[src/shared/cmpc_pkg.sv]
// Shared constants and types for the codec mode and pin control block
package cmpc_pkg;
	localparam int CLK_PERIOD_PS = 4000;
	// Chopper timing, printed units
	localparam int SLOW_MIN_MS = 2;
	localparam int SLOW_MAX_MS = 28;
	localparam int FAST_256_KHZ = 256;
	localparam int FAST_512_KHZ = 512;
	localparam int FAST_16M_KHZ = 16384;
	localparam int CLK_KHZ = 250000;
	// Half periods in clock cycles (each rounds down, the shortest at least 1)
	localparam int SLOW_HALF_PER_MS = CLK_KHZ / 2;
	localparam int FAST_HALF_256 = CLK_KHZ / (2 * FAST_256_KHZ);
	localparam int FAST_HALF_512 = CLK_KHZ / (2 * FAST_512_KHZ);
	localparam int FAST_HALF_16M = (CLK_KHZ / (2 * FAST_16M_KHZ) < 1) ? 1 :
		CLK_KHZ / (2 * FAST_16M_KHZ);
	localparam int CNT_W = 24;
	localparam int SLOW_SEL_W = 5;
	localparam logic [SLOW_SEL_W-1:0] SLOW_SEL_MIN = 5'h02;
	localparam logic [SLOW_SEL_W-1:0] SLOW_SEL_MAX = 5'h1C;
	localparam int BYTE_W = 8;
	localparam int BITCNT_W = 3;
	localparam logic [BITCNT_W-1:0] BIT_LAST = 3'h7;
	localparam int SIG_W = 8;
	localparam logic [SIG_W-1:0] SIG_RESET = 8'h00;
	localparam logic [SIG_W-1:0] ST_RESET = 8'h00;
	// Command byte layout: bit 7 set means read line status
	localparam int CMD_RD_BIT = 7;
	localparam int CMD_OP_HI = 6;
	localparam int CMD_OP_LO = 5;
	localparam logic [1:0] OP_CODEC = 2'h0;
	localparam logic [1:0] OP_LINE = 2'h1;
	localparam logic [1:0] OP_CHOP = 2'h2;
	localparam logic [1:0] FAST_SEL_256 = 2'h0;
	localparam logic [1:0] FAST_SEL_512 = 2'h1;
	localparam logic [1:0] FAST_SEL_16M = 2'h2;
	localparam logic [1:0] FAST_SEL_RESET = 2'h0;

	typedef enum logic [1:0] {
		CMPC_ST_CMD = 2'h0,
		CMPC_ST_DATA = 2'h1,
		CMPC_ST_READ = 2'h3
	} cmpc_state_type;

	typedef struct packed {
		logic gci_mode;
		logic rate_double;
		logic slot_high;
		logic linear;
	} cmpc_mode_type;

	typedef struct packed {
		logic [SLOW_SEL_W-1:0] slow_sel;
		logic [1:0] fast_sel;
	} cmpc_chop_cfg_type;
endpackage

[src/core/cmpc_top.sv]
// Mode straps, serial control port, line status interrupt and choppers
`timescale 1ns/1ps
// Operation
// - Host-interface strap low selects serial control mode, high GCI mode.
// - In GCI mode the serial input pin picks a 2.048 or 4.096 MHz clock.
// - Serial bytes program codec settings and line-interface outputs.
// - Serial out floats when deselected, shows line status, unused in GCI.
// - Compressed GCI: the slot pin picks timeslots 0-3 (low) or 4-7 (high).
// - Linear GCI: a low slot pin puts control in 0-3 and voice in 4-7.
// - A low reset pin returns the whole block to its default configuration.
// - One shared open-drain active-low interrupt flags line pin changes.
// - The slow chopper output has a programmable period of 2 to 28 ms.
// - The fast chopper output runs at 256 kHz, 512 kHz or 16.384 MHz.
// - Select low: compressed GCI or control port on; high: linear GCI.
// - Serial input is taken on rising edges, output changes on falling.
module cmpc_top (
	input wire logic i_clk,
	input wire logic i_rst,
	input wire logic i_reset_n,
	input wire logic i_host_interface_select,
	input wire logic i_chip_select_n,
	input wire logic i_control_clock_or_slot_select,
	input wire logic i_serial_in_or_rate_select,
	input wire logic [cmpc_pkg::SIG_W-1:0] i_line_status,
	output logic o_serial_control_out,
	output logic o_serial_control_out_oe,
	output logic o_int_n_out,
	output logic o_int_n_oe,
	output logic [cmpc_pkg::SIG_W-1:0] o_line_signal,
	output logic [cmpc_pkg::BYTE_W-1:0] o_codec_cfg,
	output cmpc_pkg::cmpc_mode_type o_mode,
	output logic o_slow_chopper_out,
	output logic o_fast_chopper_out
);
	import cmpc_pkg::*;

	typedef struct packed {
		logic [1:0] rst_s;
		logic [1:0] mpi_s;
		logic [1:0] cs_s;
		logic [1:0] ck_s;
		logic [1:0] di_s;
		logic [SIG_W-1:0] ls_s1;
		logic [SIG_W-1:0] ls_s2;
		logic [SIG_W-1:0] ls_prev;
		logic ck_prev;
		logic strap_armed;
		cmpc_mode_type mode;
		cmpc_state_type fsm;
		logic [BITCNT_W-1:0] bit_cnt;
		logic [BYTE_W-1:0] sh_in;
		logic [BYTE_W-1:0] cmd;
		logic [BYTE_W-1:0] sh_out;
		logic so;
		logic so_oe;
		logic [SIG_W-1:0] pend;
		logic int_n_oe;
		logic [SIG_W-1:0] line_sig;
		logic [BYTE_W-1:0] codec_cfg;
		cmpc_chop_cfg_type chop;
	} cmpc_top_state_type;

	cmpc_top_state_type st_r, st_nxt;
	logic dev_rst;
	logic ck_rise;
	logic ck_fall;
	logic byte_done;
	logic [BYTE_W-1:0] byte_in;
	logic [SIG_W-1:0] ls_change;

	// Synchronous combined reset; pin reset is synchronised first
	assign dev_rst = i_rst | ~st_r.rst_s[1];

	always_comb begin
		st_nxt = st_r;
		st_nxt.rst_s = {st_r.rst_s[0], i_reset_n};
		st_nxt.mpi_s = {st_r.mpi_s[0], i_host_interface_select};
		st_nxt.cs_s = {st_r.cs_s[0], i_chip_select_n};
		st_nxt.ck_s = {st_r.ck_s[0], i_control_clock_or_slot_select};
		st_nxt.di_s = {st_r.di_s[0], i_serial_in_or_rate_select};
		st_nxt.ls_s1 = i_line_status;
		st_nxt.ls_s2 = st_r.ls_s1;
		st_nxt.ls_prev = st_r.ls_s2;
		st_nxt.ck_prev = st_r.ck_s[1];
		ck_rise = st_r.ck_s[1] & ~st_r.ck_prev;
		ck_fall = ~st_r.ck_s[1] & st_r.ck_prev;
		byte_in = {st_r.sh_in[BYTE_W-2:0], st_r.di_s[1]};
		byte_done = 1'b0;
		ls_change = st_r.ls_s2 ^ st_r.ls_prev;

		// Straps latched once, after reset release
		if (st_r.strap_armed) begin
			st_nxt.strap_armed = 1'b0;
			st_nxt.mode.gci_mode = st_r.mpi_s[1];
			// In control mode these pins are the serial port, not straps
			st_nxt.mode.rate_double = st_r.mpi_s[1] & st_r.di_s[1];
			st_nxt.mode.slot_high = st_r.mpi_s[1] & st_r.ck_s[1];
			st_nxt.mode.linear = st_r.mpi_s[1] & st_r.cs_s[1];
		end

		// Serial control port, active only in control mode with select low
		if (!st_r.mode.gci_mode && !st_r.strap_armed && !st_r.cs_s[1]) begin
			if (ck_rise) begin
				st_nxt.sh_in = byte_in;
				st_nxt.bit_cnt = st_r.bit_cnt + 3'h1;
				byte_done = (st_r.bit_cnt == BIT_LAST);
			end
			if (ck_fall && st_r.fsm == CMPC_ST_READ) begin
				st_nxt.so = st_r.sh_out[BYTE_W-1];
				st_nxt.sh_out = {st_r.sh_out[BYTE_W-2:0], 1'b0};
			end
			st_nxt.so_oe = 1'b1;
			case (st_r.fsm)
			CMPC_ST_CMD: begin
				if (byte_done && byte_in[CMD_RD_BIT]) begin
					// Status read: new commands ignored until select rises
					st_nxt.fsm = CMPC_ST_READ;
					st_nxt.sh_out = st_r.ls_s2;
					st_nxt.pend = ls_change;
				end else if (byte_done) begin
					st_nxt.cmd = byte_in;
					st_nxt.fsm = CMPC_ST_DATA;
				end
			end
			CMPC_ST_DATA: begin
				if (byte_done) begin
					st_nxt.fsm = CMPC_ST_CMD;
					case (st_r.cmd[CMD_OP_HI:CMD_OP_LO])
					OP_CODEC: st_nxt.codec_cfg = byte_in;
					OP_LINE: st_nxt.line_sig = byte_in;
					OP_CHOP: st_nxt.chop = cmpc_chop_cfg_type'(
						byte_in[SLOW_SEL_W+1:0]);
					default: st_nxt.codec_cfg = st_r.codec_cfg;
					endcase
				end
			end
			CMPC_ST_READ: st_nxt.fsm = CMPC_ST_READ;
			default: st_nxt.fsm = CMPC_ST_CMD;
			endcase
		end else begin
			// Select high aborts any transfer and floats the output
			st_nxt.so_oe = 1'b0;
			st_nxt.so = 1'b0;
			st_nxt.bit_cnt = '0;
			st_nxt.fsm = CMPC_ST_CMD;
		end

		// Change sets win over the clearing read
		if (!(st_r.fsm == CMPC_ST_CMD && byte_done && byte_in[CMD_RD_BIT]))
			st_nxt.pend = st_r.pend | ls_change;
		st_nxt.int_n_oe = (st_nxt.pend != '0);
	end

	always_ff @(posedge i_clk) begin
		if (dev_rst) begin
			st_r <= '0;
			st_r.rst_s <= {1'b0, st_nxt.rst_s[0]};
			st_r.strap_armed <= 1'b1;
			st_r.fsm <= CMPC_ST_CMD;
			st_r.line_sig <= SIG_RESET;
			st_r.pend <= ST_RESET;
			st_r.chop.slow_sel <= SLOW_SEL_MIN;
			st_r.chop.fast_sel <= FAST_SEL_RESET;
			// Synchronisers keep running: straps are valid when the
			// reset ends and no false clock edge follows it
			st_r.mpi_s <= st_nxt.mpi_s;
			st_r.cs_s <= st_nxt.cs_s;
			st_r.ck_s <= st_nxt.ck_s;
			st_r.di_s <= st_nxt.di_s;
			st_r.ck_prev <= st_nxt.ck_prev;
			st_r.ls_s1 <= st_nxt.ls_s1;
			st_r.ls_s2 <= st_nxt.ls_s2;
			st_r.ls_prev <= st_nxt.ls_prev;
			if (!i_rst)
				st_r.rst_s <= st_nxt.rst_s;
		end else begin
			st_r <= st_nxt;
		end
	end

	cmpc_chopper u_chopper (
		.i_clk(i_clk),
		.i_rst(dev_rst),
		.i_cfg(st_r.chop),
		.o_slow(o_slow_chopper_out),
		.o_fast(o_fast_chopper_out)
	);

	assign o_serial_control_out = st_r.so;
	assign o_serial_control_out_oe = st_r.so_oe;
	assign o_int_n_out = 1'b0;
	assign o_int_n_oe = st_r.int_n_oe;
	assign o_line_signal = st_r.line_sig;
	assign o_codec_cfg = st_r.codec_cfg;
	assign o_mode = st_r.mode;

	a_out_floats: assert property (@(posedge i_clk)
		disable iff (dev_rst) st_r.cs_s[1] |=> !o_serial_control_out_oe)
		else $error("serial out driven while deselected");
	a_gci_no_out: assert property (@(posedge i_clk)
		disable iff (dev_rst) o_mode.gci_mode |-> !o_serial_control_out_oe)
		else $error("serial out driven in GCI mode");
	a_mode_static: assert property (@(posedge i_clk)
		disable iff (dev_rst) !st_r.strap_armed |=> $stable(o_mode))
		else $error("mode changed without reset");
	a_strap_taken: assert property (@(posedge i_clk)
		disable iff (dev_rst) st_r.strap_armed
		|=> (o_mode.gci_mode == $past(st_r.mpi_s[1]))
		&& (o_mode.rate_double == ($past(st_r.mpi_s[1])
		& $past(st_r.di_s[1]))))
		else $error("strap not captured");
	a_slot_taken: assert property (@(posedge i_clk)
		disable iff (dev_rst) st_r.strap_armed
		|=> (o_mode.slot_high == ($past(st_r.mpi_s[1])
		& $past(st_r.ck_s[1])))
		&& (o_mode.linear == ($past(st_r.mpi_s[1]) & $past(st_r.cs_s[1]))))
		else $error("slot or format strap not captured");
	a_int_on_change: assert property (@(posedge i_clk)
		disable iff (dev_rst) (ls_change != '0) |=> o_int_n_oe)
		else $error("line change without interrupt");
	// Only a status read command may let the interrupt go
	a_int_holds: assert property (@(posedge i_clk)
		disable iff (dev_rst) (o_int_n_oe && !(st_r.fsm == CMPC_ST_CMD
		&& byte_done && byte_in[CMD_RD_BIT])) |=> o_int_n_oe)
		else $error("interrupt dropped without read");
	a_out_on_fall: assert property (@(posedge i_clk)
		disable iff (dev_rst)
		(!ck_fall && st_r.fsm == CMPC_ST_READ && !st_r.cs_s[1])
		|=> $stable(o_serial_control_out))
		else $error("serial out changed off falling edge");
	a_line_write: assert property (@(posedge i_clk)
		disable iff (dev_rst)
		(st_r.fsm == CMPC_ST_DATA && byte_done && !st_r.cs_s[1]
		&& st_r.cmd[CMD_OP_HI:CMD_OP_LO] == OP_LINE)
		|=> (o_line_signal == $past(byte_in)))
		else $error("line signal write lost");
	a_reset_defaults: assert property (@(posedge i_clk)
		dev_rst |=> (o_line_signal == SIG_RESET) && !o_int_n_oe)
		else $error("reset did not restore defaults");
	c_gci_mode: cover property (@(posedge i_clk) o_mode.gci_mode);
	c_read: cover property (@(posedge i_clk) st_r.fsm == CMPC_ST_READ);
	c_write: cover property (@(posedge i_clk)
		st_r.fsm == CMPC_ST_DATA && byte_done);
	c_interrupt: cover property (@(posedge i_clk) $rose(o_int_n_oe));
endmodule

[src/core/cmpc_chopper.sv]
// Chopper clock generator: slow ms-period and fast selectable output
`timescale 1ns/1ps
module cmpc_chopper (
	input wire logic i_clk,
	input wire logic i_rst,
	input cmpc_pkg::cmpc_chop_cfg_type i_cfg,
	output logic o_slow,
	output logic o_fast
);
	import cmpc_pkg::*;

	typedef struct packed {
		logic [CNT_W-1:0] slow_cnt;
		logic [SLOW_SEL_W-1:0] ms_cnt;
		logic [CNT_W-1:0] fast_cnt;
		logic slow;
		logic fast;
	} cmpc_chop_state_type;

	cmpc_chop_state_type st_r, st_nxt;
	logic [SLOW_SEL_W-1:0] half_ms;
	logic [CNT_W-1:0] fast_half;

	always_comb begin
		st_nxt = st_r;
		// Period in ms is slow_sel; each half lasts slow_sel/2 ms
		half_ms = (i_cfg.slow_sel < SLOW_SEL_MIN) ? SLOW_SEL_MIN :
			(i_cfg.slow_sel > SLOW_SEL_MAX) ? SLOW_SEL_MAX : i_cfg.slow_sel;
		case (i_cfg.fast_sel)
		FAST_SEL_512: fast_half = CNT_W'(FAST_HALF_512);
		FAST_SEL_16M: fast_half = CNT_W'(FAST_HALF_16M);
		default: fast_half = CNT_W'(FAST_HALF_256);
		endcase
		// Count half-ms ticks; toggle after slow_sel of them
		if (st_r.slow_cnt >= CNT_W'(SLOW_HALF_PER_MS - 1)) begin
			st_nxt.slow_cnt = '0;
			if (st_r.ms_cnt + 5'h01 >= half_ms) begin
				st_nxt.ms_cnt = '0;
				st_nxt.slow = ~st_r.slow;
			end else begin
				st_nxt.ms_cnt = st_r.ms_cnt + 5'h01;
			end
		end else begin
			st_nxt.slow_cnt = st_r.slow_cnt + 24'h000001;
		end
		// Fast output toggles every fast_half cycles
		if (st_r.fast_cnt + 24'h000001 >= fast_half) begin
			st_nxt.fast_cnt = '0;
			st_nxt.fast = ~st_r.fast;
		end else begin
			st_nxt.fast_cnt = st_r.fast_cnt + 24'h000001;
		end
	end

	always_ff @(posedge i_clk) begin
		if (i_rst) begin
			st_r <= '0;
		end else begin
			st_r <= st_nxt;
		end
	end

	assign o_slow = st_r.slow;
	assign o_fast = st_r.fast;

	a_fast_toggle: assert property (@(posedge i_clk)
		disable iff (i_rst) (st_r.fast_cnt + 24'h000001 >= fast_half)
		|=> (o_fast != $past(o_fast)))
		else $error("fast chopper missed its toggle");
	// Only the last cycle of a half-ms tick may move the slow output
	a_slow_steady: assert property (@(posedge i_clk)
		disable iff (i_rst)
		(st_r.slow_cnt != CNT_W'(SLOW_HALF_PER_MS - 1)) |=> $stable(o_slow))
		else $error("slow chopper toggled mid tick");
	c_fast_toggles: cover property (@(posedge i_clk) $rose(o_fast));
endmodule

[config.mk]
export PLATFORM = sky130hd
export DESIGN_NAME = cmpc_top
export DESIGN_NICKNAME = d
export VERILOG_FILES = /design/src/shared/cmpc_pkg.sv /design/src/core/cmpc_top.sv /design/src/core/cmpc_chopper.sv
export SDC_FILE = /design/constraint.sdc
export NUM_CORES = 1
export LEC_CHECK = 0
export BUFFER_PORTS_ARGS = -buffer_cell sky130_fd_sc_hd__buf_2
export CORE_MARGIN = 2
export CORE_UTILIZATION = 30
export DETAILED_ROUTE_END_ITERATION = 12
export HOLD_SLACK_MARGIN = 0.05
export SYNTH_ARGS = -nofsm -noshare
export SYNTH_HDL_FRONTEND = slang
export SYNTH_SLANG_ARGS = --single-unit
export TNS_END_PERCENT = 20
[constraint.sdc]
create_clock -name i_clk -period 5.9 [get_ports i_clk]
set_input_delay 0.59 -clock i_clk [delete_from_list [all_inputs] [get_ports i_clk]]
set_output_delay 0.59 -clock i_clk [all_outputs]
set_load 0.01 [all_outputs]
==> results of run 1 <==
## layout make-up
type | instances | area [um^2]
inverters | 20 | 75.1
fillers | 1954 | 12500
well taps | 265 | 332
repair buffers | 41 | 210
clock inverters | 15 | 155
multi-input cells | 398 | 2590
clock buffers | 17 | 425
flip-flops and latches | 151 | 3020
## registers in the layout, indices dropped and copies added (netlist names)
signal and flops:
o_codec_cfg 8, o_serial_control_out 1, o_line_signal 8, st_nxt 22, u_chopper.st_r 53, o_serial_control_out_oe 1
u_chopper.o_slow 1, o_mode 4, st_r 43, u_chopper.o_fast 1, byte_in 8, o_int_n_oe 1
## critical path, stage by stage (launching register included)
cell and delay [ns]:
dfxtp_1 0.42, ha_1 0.23, nand3_2 0.18, nor2_1 0.17
xor2_1 0.20, ha_1 0.27, a21o_1 0.18, a21o_1 0.18
a311oi_1 0.29, a2bb2oi_1 0.23, o2111a_2 0.28, nand3_4 0.14
nor2b_1 0.15
## cells in the mapped netlist, drive strengths merged (8+ instances only)
cell     n
mux2i   31
xor2    24
nand2   30
nand3   29
buf     30
dfxtp  151
and3     8
nor4     9
nor3     9
nor2b   10
nor2    85
a21oi   32
xnor2   13
inv     19
ha      24
## per-layer routing
metal | vias up | track usage
met1 | 1699 | 0.134
met2 | 45 | 0.172
li1 | 2067 | -
met4 | 0 | 0.0526
met3 | 20 | 0.0297
met5 | - | 0
## power by group through the flow
stage,combinational [mW],clock (mW),sequential [mW]
after floorplan,0.0353,0,1.08
after global placement,0.0456,0,1.08
after detailed placement,0.0459,0,1.08
after CTS,0.0461,1.07,1.06
after global routing,0.0528,1.11,1.06
final,0.0459,1.04,1.06
## kinds of logic after synthesis
group	share of synthesized area
simple gates	0.186
mux	0.0532
other cells	0.000643
buf+inv	0.0525
xor+xnor	0.0555
compound gates	0.0826
fa+ha+maj	0.0515
flops	0.518
## path summary, 6_finish.rpt
check,from,end,cells after the start
worst max-delay path,u_chopper.st_r[2],u_chopper.st_r[7],12
worst max register to register,u_chopper.st_r[2],u_chopper.st_r[7],12
worst min register to register,st_nxt[83],st_nxt[75],0
worst min-delay path,i_line_status[1],st_nxt[78],1
## through the flow
stage	cell area (um^2)	power, mW	utilization	std cells	worst slack [ns]
after global placement	6230	1.13	0.323	875	3.06
final	6810	2.14	0.354	907	2.92
after floorplan	5920	1.11	-	606	3.28
after global routing	6810	2.22	0.354	907	2.69
after detailed placement	6230	1.13	0.323	875	2.91
after CTS	6810	2.17	0.354	907	2.88
==> impl_metrics.csv, run 1 <==
group,metric,value,unit
power,power.density,315,mW/mm^2
run_status,status,"completed",
logic_synthesis,async_flop_share,0,
logic_synthesis,synth-main-ff-cell,"dfxtp_1",
clock_tree,cts_tree,"built",
grt,grtUsageTotal,0.108,
clock_tree,htreeDepth,4,
route,m1WireLength,5040,um
sta,max_freq,336,MHz
setup_path,path_max_fanout,9,
route,wl_per_cell,11.2,um
placement,gp_congestion,0.772,
floorplanning,die_w,143,um
sta,tns,0,ns
setup_path,cp-end-kind,"flop",
setup_path,required,6.26,ns
sta,finClkSkew,0.00782,ns
sta,tightest_slew,1.13,ns
flow_run,drv_cap,0,
layout,areaGrowthSynthToFinish,16.8,%
power,sequentialPowerShare,0.494,
power,p_sw,518,uW
floorplanning,rows,51,
layout,nNetsFinal,668,
logic_synthesis,synth-edff-count,0,
floorplanning,boundaryPins,41,
power,intPower,1.63,mW
route,wl_met2,4590,um
logic_synthesis,yosysWarnings,0,
route,dr_total_vias,3831,
clock_tree,cts_hold_buf,0,
floorplanning,die_h,143,um
route,wl_met3,313,um
setup_path,crit_type,"reg -> reg",
power,p_sw_frac,0.242,
logic_synthesis,synth_area,0.00583,mm^2
logic_synthesis,synth_area_leader_cell,"dfxtp_1",
grt,grt_pass1_wl,17600,um
power,ir_drop,0.194,mV
grt,antenna_found_initial,0,
clock_tree,cts_setup_buffers,0,
sta,hold_viol,0,
sta,grt_setup_unrepaired,"no",
power,leakage,2.69,nW
route,drt-total-wl,10100,um
route,first_pass_iters,4,
floorplanning,coreArea,0.0193,mm^2
sta,fin_crit_sh,0.505,
floorplanning,initial_core_util,0.303,
grt,overflow,0,
power,p_comb_frac,0.021,
logic_synthesis,synth_cells,584,
layout,final_cell_mix,"151 x dfxtp_1, 85 x nor2_1, 39 x buf_2, 31 x a21oi_1, 31 x mux2i_1",
route,ant_nets,0,
sta,min_period,2.98,ns
logic_synthesis,synth_top_area_frac,0.518,
logic_synthesis,synthTopCellsByArea,"dfxtp_1 52%, nor2_1 5.5%, mux2i_1 5.3%",
clock_tree,clockBufferDepth,2,
layout,final_common_cell,"dfxtp_1",
placement,dp_hpwl,7060,um
logic_synthesis,ys_seq_area_frac,0.518,
clock_tree,cts_inserted_buffers,17,
route,vias_per_cell,4.22,
hold_path,holdCritPathClass,"in -> reg",
sta,max_slew_margin,0.244,
clock_tree,clkTransAtPathRegs,0.07,ns
setup_path,r2r_slack,2.92,ns
route,drt_iter0_drc,152,
floorplanning,dieArea,0.0206,mm^2
power,clock_power_share,0.485,
setup_path,critical_path_arrival,3.34,ns
logic_synthesis,synth_cell_types,60,
route,top_layer,"met4",
clock_tree,insertion_delay,0.43,ns
setup_path,cp-start-kind,"flop",
grt,first_global_vias,3717,
sta,setup_violations,0,
clock_tree,cts.sinks,151,
sta,whs,0.255,ns
grt,grt_start_max_net_pins,43,
clock_tree,cts_root_buf,"clkbuf_16",
logic_synthesis,ys_ff_latch,151,
placement,port_buffers,39,
logic_synthesis,avgSynthCellArea,9.99,um^2
layout,antenna_cells,0,
clock_tree,post_cts_resized,0,
layout,drive_gt1_frac,0.142,
sta,maxSlewViolCount,0,
route,drc_errors,0,
Power figures use the tool's default switching activity.
==> inputs of run 2 (changes only) <==
Clock period 5.9 ns to 2.6 ns, I/O delays scaled along.
==> run 2 against run 1 <==
  * Clock-buffer cell count unchanged
  * Global-route usage increased by 0.34 points
  * Die area unchanged
  * Core utilization is 2.0 points higher
  * Largest cell class unchanged
  * Non-clock buffer count grew 29
  * Design area grew 5.8%
  * First-iteration DRC count grew 24%
  * Combinational power rose to 2.7 times the previous value
  * Largest power group is now the clock network
==> impl_metrics.csv, run 2 (synthesized netlist as in run 1, its figures left out) <==
group,metric,value,unit
power,sequentialPowerShare,0.468,
layout,antenna_cells,0,
hold_path,holdCritPathClass,"reg -> reg",
sta,tns,0,ns
sta,setup_violations,0,
setup_path,crit_type,"reg -> reg",
floorplanning,initial_core_util,0.303,
setup_path,rr_startpoint,"u_chopper.st_r[2]",
placement,post-place-ws,-0.101,ns
grt,grt_util_met3,0.0333,
power,ir_drop,0.417,mV
clock_tree,htreeDepth,4,
floorplanning,die_h,143,um
sta,max_slew_margin,0.569,
sta,grt_setup_unrepaired,"yes",
clock_tree,insertion_delay,0.43,ns
setup_path,required,2.96,ns
layout,final_common_cell,"dfxtp_1",
grt,grtUsageTotal,0.111,
route,drt-total-wl,10600,um
sta,tightest_slew,0.646,ns
floorplanning,dieArea,0.0206,mm^2
route,drt_iter0_drc,189,
placement,gp_congestion,0.790,
setup_path,critical_path_arrival,2.91,ns
clock_tree,clockBufferDepth,2,
grt,grt.busiest_layer,"met2",
sta,min_period,2.55,ns
layout,drive_gt1_frac,0.179,
run_status,status,"completed",
floorplanning,coreArea,0.0193,mm^2
power,leakage,2.87,nW
route,wl_per_cell,11.4,um
setup_path,cp-start-kind,"flop",
route,first_pass_iters,4,
clock_tree,cts.sinks,151,
layout,final_cell_mix,"147 x dfxtp_1, 83 x nor2_1, 39 x buf_2, 31 x a21oi_1, 31 x mux2i_1",
grt,use_met1,0.139,
sta,finClkSkew,0.00629,ns
sta,max_freq,392,MHz
grt,first_global_vias,3770,
power,p_sw_frac,0.225,
clock_tree,clkTransAtPathRegs,0.06,ns
grt,grt_start_max_net_pins,53,
route,ant_nets,0,
layout,nNetsFinal,698,
layout,largest_register_ffs,53,
layout,nFillCells,1957,
route,vias_per_cell,4.30,
sta,fin_crit_sh,0.980,
grt,antenna_found_initial,0,
setup_path,cp-end-kind,"flop",
flow_run,drv_cap,0,
clock_tree,cts_tree,"built",
grt,grt_pass1_wl,18000,um
power,intPower,3.98,mW
clock_tree,cts_root_buf,"clkbuf_16",
route,drc_errors,0,
power,clock_power_share,0.508,
sta,maxSlewViolCount,0,
placement,port_buffers,39,
power,p_sw,1.15,mW
floorplanning,die_w,143,um
route,dr_total_vias,4033,
layout,regMostFlops,"u_chopper.st_r",
layout,multi_input_area,0.00268,mm^2
sta,setup_ws,0.0515,ns
clock_tree,cts_inserted_buffers,17,
sta,hold_viol,0,
placement,dp_hpwl,7160,um
layout,seq_area,0.00303,mm^2
power,p_comb_frac,0.024,
grt,overflow,0,
setup_path,worstSetupStartpoint,"u_chopper.st_r[2]",
setup_path,path_max_fanout,5,
hold_path,hold_start,"st_nxt[82]",
power,power.density,713,mW/mm^2
floorplanning,boundaryPins,41,
grt,gr-usage-met2,0.171,
floorplanning,rows,51,
layout,areaGrowthSynthToFinish,23.5,%
run 2: power groups by stage:
stage	clock [mW]	sequential [mW]	combinational, mW
2_1_floorplan	0	2.45	0.0802
3_3_place_gp	0	2.46	0.107
3_5_place_dp	0	2.46	0.107
4_1_cts	2.67	2.40	0.124
5_1_grt	2.78	2.41	0.143
6_report	2.61	2.40	0.125
run 2: cell type report:
type / count / share of cell area
timing repair buffer: 70 / 0.0647
clock inverter: 15 / 0.0281
tap: 265 / 0.0460
inverter: 20 / 0.0104
clock buffer: 17 / 0.0590
sequential: 151 / 0.420
multi-input combinational: 399 / 0.371
run 2: what timing repair did:
item	4_1_cts	5_1_grt
gates cloned	0	1
pin swaps	3	2
endpoints found under the setup margin	10	15
hold endpoints to repair	14	0
setup buffers	0	1
hold buffers	14	0
gates resized for setup	6	11
run 2: stage by stage:
stage / util / total power [mW] / cells / cell area [um^2] / hold slack, ns
after detailed placement: 0.329 / 2.56 / 889 / 6350 / 0.312
final: 0.374 / 5.14 / 937 / 7210 / 0.326
after floorplan: - / 2.53 / 606 / 5930 / 0.288
after global placement: 0.329 / 2.56 / 889 / 6350 / 0.310
after global routing: 0.374 / 5.33 / 937 / 7210 / 0.331
after CTS: 0.371 / 5.20 / 935 / 7150 / 0.327
run 2: critical path, cell delays in order, from the launching register on:
cell and delay, ns:
dfxtp_4 0.36, buf_6 0.11, and4_4 0.23, nand4_1 0.14
xnor2_2 0.18, ha_1 0.31, a21o_1 0.18, a311oi_2 0.24
a2bb2oi_2 0.16, o2111a_2 0.30, nand3_1 0.12, a21oi_2 0.16
run 2: worst paths after layout:
kind	cells after the start	slack, ns	end
worst max-delay path	11	0.05	u_chopper.o_fast
worst max register to register	11	0.05	u_chopper.o_fast
worst min register to register	0	0.33	st_nxt[74]
worst min-delay path	0	0.33	st_nxt[74]
run 2: per-layer routing:
metal,vias up,share of wire
met5,-,0
met4,0,0.023
met3,16,0.034
met2,41,0.46
met1,1850,0.48
li1,2126,-
